--- config.mk ---
export PLATFORM = sky130hd
export DESIGN_NAME = eprom_prog_ctrl
export DESIGN_NICKNAME = d
export VERILOG_FILES = /design/src/hdl/eprom_prog_pkg.sv /design/src/hdl/eprom_prog_ctrl.sv
export SDC_FILE = /design/constraint.sdc
export NUM_CORES = 1
export LEC_CHECK = 0
export BUFFER_PORTS_ARGS = -buffer_cell sky130_fd_sc_hd__clkbuf_2
export CAP_MARGIN = 0
export CELL_PAD_IN_SITES_DETAIL_PLACEMENT = 1
export CELL_PAD_IN_SITES_GLOBAL_PLACEMENT = 2
export CORE_MARGIN = 3
export CORE_UTILIZATION = 28
export DETAILED_ROUTE_END_ITERATION = 8
export HOLD_SLACK_MARGIN = 0.12
export PLACE_DENSITY_LB_ADDON = 0.1
export SYNTH_ARGS = -nofsm -noshare
export SYNTH_HDL_FRONTEND = slang
export SYNTH_SLANG_ARGS = --single-unit
--- constraint.sdc ---
create_clock -name CLK -period 6.1 [get_ports CLK]
set_input_delay 0.915 -clock CLK [delete_from_list [all_inputs] [get_ports CLK]]
set_output_delay 0.915 -clock CLK [all_outputs]
set_load 0.01 [all_outputs]
--- src/hdl/eprom_prog_pkg.sv ---
// constants and carrier types for the uv eprom read/program controller
package eprom_prog_pkg;
    localparam int ADDR_W = 11;
    localparam int DATA_W = 8;
    localparam int CLK_NS = 100;
    // program pulse width, nominal, min and max
    localparam int PULSE_NOM_US = 50000;
    localparam int PULSE_MIN_US = 45000;
    localparam int PULSE_MAX_US = 55000;
    localparam int PULSE_NOM_CYC = PULSE_NOM_US * 1000 / CLK_NS;
    // setup and hold times around the pulse
    localparam int SETUP_US = 2;
    localparam int HOLD_US = 2;
    localparam int SETUP_CYC = (SETUP_US * 1000 + CLK_NS - 1) / CLK_NS;
    localparam int HOLD_CYC = (HOLD_US * 1000 + CLK_NS - 1) / CLK_NS;
    // output gate access delay and output float delay
    localparam int OE_ACC_NS = 120;
    localparam int OE_ACC_CYC = (OE_ACC_NS + CLK_NS - 1) / CLK_NS;
    localparam int FLOAT_NS = 120;
    localparam int FLOAT_CYC = (FLOAT_NS + CLK_NS - 1) / CLK_NS;
    // supply settling time after switching the programming level
    localparam int VPP_SETTLE_US = 2;
    localparam int VPP_SETTLE_CYC = (VPP_SETTLE_US * 1000 + CLK_NS - 1)
        / CLK_NS;
    localparam int CNT_W = 20;

    typedef enum logic [1:0] {
        CMD_READ = 2'b00,
        CMD_PROGRAM = 2'b01,
        CMD_VERIFY = 2'b10
    } cmd_type;

    typedef struct packed {
        cmd_type cmd;
        logic [ADDR_W-1:0] addr;
        logic [DATA_W-1:0] data;
    } req_type;

    typedef struct packed {
        logic [DATA_W-1:0] data;
        logic mismatch;
    } rsp_type;
endpackage

--- src/hdl/eprom_prog_ctrl.sv ---
// host controller that reads, programs and verifies a uv eprom
`timescale 1ns/1ns
`default_nettype none
module eprom_prog_ctrl #(
    parameter int PULSE_CYC = eprom_prog_pkg::PULSE_NOM_CYC
) (
    input wire logic CLK,
    input wire logic NRST,
    input wire logic REQ_VALID,
    input wire eprom_prog_pkg::req_type REQ,
    output logic REQ_READY,
    output logic RSP_VALID,
    output eprom_prog_pkg::rsp_type RSP,
    output logic [eprom_prog_pkg::ADDR_W-1:0] ADDR,
    input wire logic [eprom_prog_pkg::DATA_W-1:0] DATA_I,
    output logic [eprom_prog_pkg::DATA_W-1:0] DATA_O,
    output logic DATA_OE,
    output logic CHIP_SELECT_PROGRAM_STROBE_N,
    output logic OUTPUT_GATE_N,
    output logic VPP_HIGH
);
    typedef enum logic [2:0] {
        ST_IDLE = 3'b000,
        ST_VPP = 3'b001,
        ST_SETUP = 3'b010,
        ST_PULSE = 3'b011,
        ST_HOLD = 3'b100,
        ST_ACCESS = 3'b101,
        ST_FLOAT = 3'b110
    } state_type;

    state_type state_r, state_nxt;
    logic [eprom_prog_pkg::CNT_W-1:0] cnt_r, cnt_nxt;
    eprom_prog_pkg::req_type req_r, req_nxt;
    logic [eprom_prog_pkg::DATA_W-1:0] din_meta_r, din_sync_r;
    logic ready_r, ready_nxt, rsp_valid_r, rsp_valid_nxt;
    eprom_prog_pkg::rsp_type rsp_r, rsp_nxt;
    logic ce_n_r, ce_n_nxt, oe_n_r, oe_n_nxt, vpp_r, vpp_nxt;
    logic doe_r, doe_nxt;

    localparam logic [eprom_prog_pkg::CNT_W-1:0] PULSE_LAST =
        eprom_prog_pkg::CNT_W'(PULSE_CYC - 1);
    // data pins turn on one cycle into setup, so count one cycle more
    localparam logic [eprom_prog_pkg::CNT_W-1:0] SETUP_LAST =
        eprom_prog_pkg::CNT_W'(eprom_prog_pkg::SETUP_CYC);
    localparam logic [eprom_prog_pkg::CNT_W-1:0] HOLD_LAST =
        eprom_prog_pkg::CNT_W'(eprom_prog_pkg::HOLD_CYC - 1);
    // the supply moves one cycle after the strobe drops
    localparam logic [eprom_prog_pkg::CNT_W-1:0] VPP_LAST =
        eprom_prog_pkg::CNT_W'(eprom_prog_pkg::VPP_SETTLE_CYC);
    // two sync stages plus access delay before sampling
    localparam logic [eprom_prog_pkg::CNT_W-1:0] ACC_LAST =
        eprom_prog_pkg::CNT_W'(eprom_prog_pkg::OE_ACC_CYC + 1);
    localparam logic [eprom_prog_pkg::CNT_W-1:0] FLOAT_LAST =
        eprom_prog_pkg::CNT_W'(eprom_prog_pkg::FLOAT_CYC - 1);

    // decoded conditions
    wire take = REQ_VALID && ready_r;
    wire take_prog = take && (REQ.cmd == eprom_prog_pkg::CMD_PROGRAM);
    wire take_ver = take && (REQ.cmd == eprom_prog_pkg::CMD_VERIFY);
    wire want_vpp = take_prog || take_ver;
    wire cnt_done_setup = (cnt_r == SETUP_LAST);
    wire cnt_done_pulse = (cnt_r == PULSE_LAST);
    wire cnt_done_hold = (cnt_r == HOLD_LAST);
    wire cnt_done_vpp = (cnt_r == VPP_LAST);
    wire cnt_done_acc = (cnt_r == ACC_LAST);
    wire cnt_done_float = (cnt_r == FLOAT_LAST);
    wire is_prog = (req_r.cmd == eprom_prog_pkg::CMD_PROGRAM);
    wire hv_r = is_prog || (req_r.cmd == eprom_prog_pkg::CMD_VERIFY);
    wire [eprom_prog_pkg::CNT_W-1:0] cnt_inc = cnt_r + 1'b1;
    // a programmed byte may only have cleared bits of an erased cell
    wire verify_bad = (din_sync_r != req_r.data);

    // data pins come from outside the clock domain
    always_ff @(posedge CLK) begin
        din_meta_r <= DATA_I;
        din_sync_r <= din_meta_r;
    end

    // sequencer next state
    always_comb begin
        state_nxt = state_r;
        cnt_nxt = cnt_inc;
        req_nxt = req_r;
        ready_nxt = ready_r;
        rsp_valid_nxt = 1'b0;
        rsp_nxt = rsp_r;
        ce_n_nxt = ce_n_r;
        oe_n_nxt = oe_n_r;
        vpp_nxt = vpp_r;
        doe_nxt = doe_r;
        unique case (state_r)
            ST_IDLE: begin
                cnt_nxt = '0;
                // standby at read level; with the supply high a steady
                // high strobe would program, so it is held low instead
                ce_n_nxt = !vpp_r;
                oe_n_nxt = 1'b1;
                if (take) begin
                    req_nxt = REQ;
                    ready_nxt = 1'b0;
                    if (want_vpp != vpp_r) begin
                        // drop the strobe first, the supply moves next
                        ce_n_nxt = 1'b0;
                        state_nxt = ST_VPP;
                    end else begin
                        state_nxt = ST_SETUP;
                    end
                end
            end
            ST_VPP: begin
                // strobe low, so a moving supply is never a pulse
                ce_n_nxt = 1'b0;
                vpp_nxt = hv_r;
                if (cnt_done_vpp) begin
                    cnt_nxt = '0;
                    state_nxt = ST_SETUP;
                end
            end
            ST_SETUP: begin
                if (is_prog) begin
                    // gate high, data driven, strobe low: inhibited
                    oe_n_nxt = 1'b1;
                    ce_n_nxt = 1'b0;
                    doe_nxt = 1'b1;
                end else begin
                    ce_n_nxt = 1'b0;
                    doe_nxt = 1'b0;
                end
                if (cnt_done_setup) begin
                    cnt_nxt = '0;
                    if (is_prog) begin
                        ce_n_nxt = 1'b1;
                        state_nxt = ST_PULSE;
                    end else begin
                        oe_n_nxt = 1'b0;
                        state_nxt = ST_ACCESS;
                    end
                end
            end
            ST_PULSE: begin
                // fixed count keeps the pulse inside its window
                if (cnt_done_pulse) begin
                    cnt_nxt = '0;
                    ce_n_nxt = 1'b0;
                    state_nxt = ST_HOLD;
                end
            end
            ST_HOLD: begin
                // address, data and gate held past the falling edge
                if (cnt_done_hold) begin
                    cnt_nxt = '0;
                    doe_nxt = 1'b0;
                    // supply still high: keep the inhibit level
                    ce_n_nxt = 1'b0;
                    rsp_valid_nxt = 1'b1;
                    rsp_nxt = '{data: req_r.data, mismatch: 1'b0};
                    ready_nxt = 1'b1;
                    state_nxt = ST_IDLE;
                end
            end
            ST_ACCESS: begin
                if (cnt_done_acc) begin
                    cnt_nxt = '0;
                    oe_n_nxt = 1'b1;
                    ce_n_nxt = !vpp_r;
                    rsp_nxt.data = din_sync_r;
                    rsp_nxt.mismatch = (req_r.cmd ==
                        eprom_prog_pkg::CMD_VERIFY) && verify_bad;
                    state_nxt = ST_FLOAT;
                end
            end
            ST_FLOAT: begin
                // let the device float before the pins are reused
                if (cnt_done_float) begin
                    rsp_valid_nxt = 1'b1;
                    ready_nxt = 1'b1;
                    state_nxt = ST_IDLE;
                end
            end
            default: begin
                state_nxt = ST_IDLE;
                ready_nxt = 1'b1;
            end
        endcase
    end

    // state registers
    always_ff @(posedge CLK) begin
        if (!NRST) begin
            state_r <= ST_IDLE;
            cnt_r <= '0;
            req_r <= '0;
            ready_r <= 1'b1;
            rsp_valid_r <= 1'b0;
            rsp_r <= '0;
            ce_n_r <= 1'b1;
            oe_n_r <= 1'b1;
            vpp_r <= 1'b0;
            doe_r <= 1'b0;
        end else begin
            state_r <= state_nxt;
            cnt_r <= cnt_nxt;
            req_r <= req_nxt;
            ready_r <= ready_nxt;
            rsp_valid_r <= rsp_valid_nxt;
            rsp_r <= rsp_nxt;
            ce_n_r <= ce_n_nxt;
            oe_n_r <= oe_n_nxt;
            vpp_r <= vpp_nxt;
            doe_r <= doe_nxt;
        end
    end

    // address and data come from the latched request, stable all along
    logic [eprom_prog_pkg::ADDR_W-1:0] addr_r;
    logic [eprom_prog_pkg::DATA_W-1:0] dout_r;
    always_ff @(posedge CLK) begin
        if (!NRST) begin
            addr_r <= '0;
            dout_r <= '0;
        end else if (take) begin
            addr_r <= REQ.addr;
            dout_r <= REQ.data;
        end
    end

    assign REQ_READY = ready_r;
    assign RSP_VALID = rsp_valid_r;
    assign RSP = rsp_r;
    assign ADDR = addr_r;
    assign DATA_O = dout_r;
    assign DATA_OE = doe_r;
    // the only per-part pin; the rest may be shared across parts
    assign CHIP_SELECT_PROGRAM_STROBE_N = ce_n_r;
    assign OUTPUT_GATE_N = oe_n_r;
    assign VPP_HIGH = vpp_r;
endmodule
`default_nettype wire

==> impl_metrics.py <==
metrics = {
    "power_and_ir_drop": {
        "leakage_nw": 1.64,
        "powerDensity_nw_per_um2": 364,
        "power_w": 0.00155,
        "vdd_drop_max_mv": 0.193,
    },
    "floorplan": {
        "initial_utilization_pct": 28.9,
        "rows": 40,
        "die-area_sq_um": 13900,
        "io_pins": 66,
        "die_width_um": 118,
        "core-area_sq_um": 12100,
        "die_height_um": 118,
    },
    "yosys": {
        "syn_area_sq_um": 3510,
        "synth.distinct_cells": 52,
        "yosys-top-cells-count": "nand2_1, dfxtp_1, nor2_1",
        "synth_seq_cells": 83,
        "yosysTopAreaCell": "dfxtp_1",
        "seq_area_frac_synth_pct": 47.4,
        "yosysWarnings": 0,
        "synth_edf_count": 0,
        "syn_inst": 404,
        "synth_fp_nets": 442,
        "synthTopCellsByArea": "dfxtp_1, nand2_1, xor2_1, nor2_1, a21boi_0",
        "yosys.area.top_type_share_pct": 47.4,
        "synth.most_common_cell": "nand2_1",
        "async_flop_share_pct": 0,
        "syn_area_per_cell_sq_um": 8.68,
        "synth_ff_type": "dfxtp_1",
    },
    "run": {
        "cap_viol_max_count": 0,
    },
    "clock_tree": {
        "htree_levels": 3,
        "clk_path_buf_depth": 2,
        "cts.sinks": 83,
        "clk_pin_slew_ps": 60,
        "cts_buffers": 9,
        "cts_tree": "yes",
        "cts_setup_buffers": 0,
        "cts-root-buf": "clkbuf_16",
        "clock_latency_ps": 340,
        "holdBufCountCts": 0,
        "cts-resized-gates": 0,
    },
    "sta": {
        "setup_violations": 0,
        "tightest_slew_ps": 926,
        "relSlewSlack_pct": 38.3,
        "fin_crit_ps": 2790,
        "finalMaxSlewViolations": 0,
        "post-route-period-util_pct": 45.8,
        "skew_ps": 7.60,
        "fmax_mhz": 358,
        "fin_setup_tns_ps": 0,
        "finalHoldViolCount": 0,
        "rsz0062_at_grt": "false",
    },
    "finish": {
        "fill_cells": 1477,
        "drive_gt1_share_pct": 20.6,
        "syn_to_final_growth_pct": 21.3,
        "layout.cells.non_filler": 633,
        "multi_input_area_sq_um": 1700,
        "fin_nets": 498,
        "regArea_sq_um": 1660,
        "fin_area_sq_um": 4250,
        "n_antenna_cell": 0,
    },
    "global_routing": {
        "antenna_found_initial": 0,
        "grt_pass1_wl_mm": 16.0,
        "grt_max_degree": 27,
        "overflow": 0,
        "globalRouteTotalUtil_pct": 14.3,
        "grt_pass1_vias": 3139,
    },
    "route": {
        "drt_iter0_drc": 111,
        "dr.pass1.iters": 4,
        "vias_per_cell": 4.60,
        "drtAntennaViolNets": 0,
        "vias": 2910,
        "wl_per_cell_um": 14.6,
        "routed_wl_mm": 9.26,
        "drc_errors": 0,
    },
    "outcome": {
        "status": "finished, final reports clean",
    },
    "critical_path": {
        "arrival_ps": 2990,
        "reg2regPathDepth": 6,
        "startpoint_type": "flop",
        "rr_endpoint": "cnt_r[17]",
        "required_ps": 6300,
        "end_kind": "flop",
        "critPathKind": "reg2reg",
        "regToRegSetupSlack_ps": 3310,
        "cp_max_fo": 20,
        "rr_startpoint": "cnt_r[15]",
    },
    "hold_path": {
        "min_path_cells": 0,
        "hold_path.class": "reg2reg",
        "hp-start": "din_meta_r[1]",
        "min_to": "din_sync_r[1]",
    },
    "place": {
        "dp.cells": 617,
        "io_buffers": 65,
        "postPlaceCellArea_sq_um": 3940,
        "gp_congestion": 0.717,
        "hpwl_mm": 6.70,
    },
}
==> cell type report <==
cell class                 count  area share, %
clock buffer                  12           6.26
tap                          168           4.94
sequential                    83           39.1
inverter                      11          0.971
timing repair buffer          65           7.65
multi-input combinational    290           40.0
clock inverter                 4           1.12
==> how the worst max path moves through the flow <==
stage	from	end	cells past startpoint
after floorplan	REQ_VALID	state_r[1]	10
after global placement	NRST	cnt_r[14]	4
after detailed placement	NRST	cnt_r[17]	4
after CTS	cnt_r[15]	cnt_r[17]	6
after global routing	cnt_r[15]	cnt_r[17]	6
final	cnt_r[15]	cnt_r[17]	6
==> logic make-up (layout without fill, tap and decap cells) <==
kind of cell,Yosys count,after routing,share of synthesized area (%)
AO/OA/AOI/OAI,64,64,13.3
AND/OR/NAND/NOR,189,189,25.2
buffers and inverters,31,92,4.07
XOR/XNOR,28,28,7.00
adder cells (fa/ha/maj),6,6,2.14
flip-flops,83,83,47.4
multiplexers,3,3,0.857
==> layer usage <==
layer  wire length (um)  track usage (%)  up-vias
met4                131             4.76        0
li1                   -                -     1471
met5                  0                0        -
met2               4420             23.9       48
met3                382             4.71       10
met1               4320             17.4     1381
==> worst max-delay path: stages (launching register included) <==
cell      delay (ps)
dfxtp_1          340
or4_4            580
nor4_2           320
nand4_2          270
a211oi_2         380
a21o_1           620
nor2_1           120
==> cells in the final DEF (no fill, tap or decap), types with 3 or more instances in the layout <==
master and count:
clkbuf_16 9, ha_1 6, xor2_1 20, and2_1 3, clkbuf_2 65, mux2i_1 3
o21ai_0 3, nor4_1 4, clkbuf_8 3, nor2_1 44, nand3_1 11, dfxtp_1 83
a21oi_1 17, a31oi_1 3, nand2_1 94, xnor2_1 8, nand4_1 4, o211ai_1 4
inv_1 11, nor3_1 5, a311oi_1 7, a21boi_0 18, and3_1 4
==> flip-flops by register name, indices dropped and copies added (netlist names) <==
name                          cells
OUTPUT_GATE_N                     1
RSP                               9
REQ_READY                         1
DATA_O                            8
CHIP_SELECT_PROGRAM_STROBE_N      1
req_r                            10
DATA_OE                           1
din_meta_r                        8
state_r                           3
ADDR                             11
VPP_HIGH                          1
RSP_VALID                         1
din_sync_r                        8
cnt_r                            20
==> power breakdown <==
group | total, W | switching, W | internal, W
sequential | 0.000657 | 0.0000645 | 0.000592
combinational | 0.000325 | 0.000200 | 0.000124
clock | 0.000568 | 0.000219 | 0.000349
==> through the flow <==
step / hold slack [ps] / utilization [%] / setup WS, ps
final: 326 / 35.1 / 3310
after global routing: 332 / 35.1 / 3060
after CTS: 329 / 35.1 / 3260
after detailed placement: 314 / 32.5 / 3080
after global placement: 311 / 32.5 / 3160
after floorplan: 310 / - / 3750
Note: power is estimated with default switching activity, not from simulation.
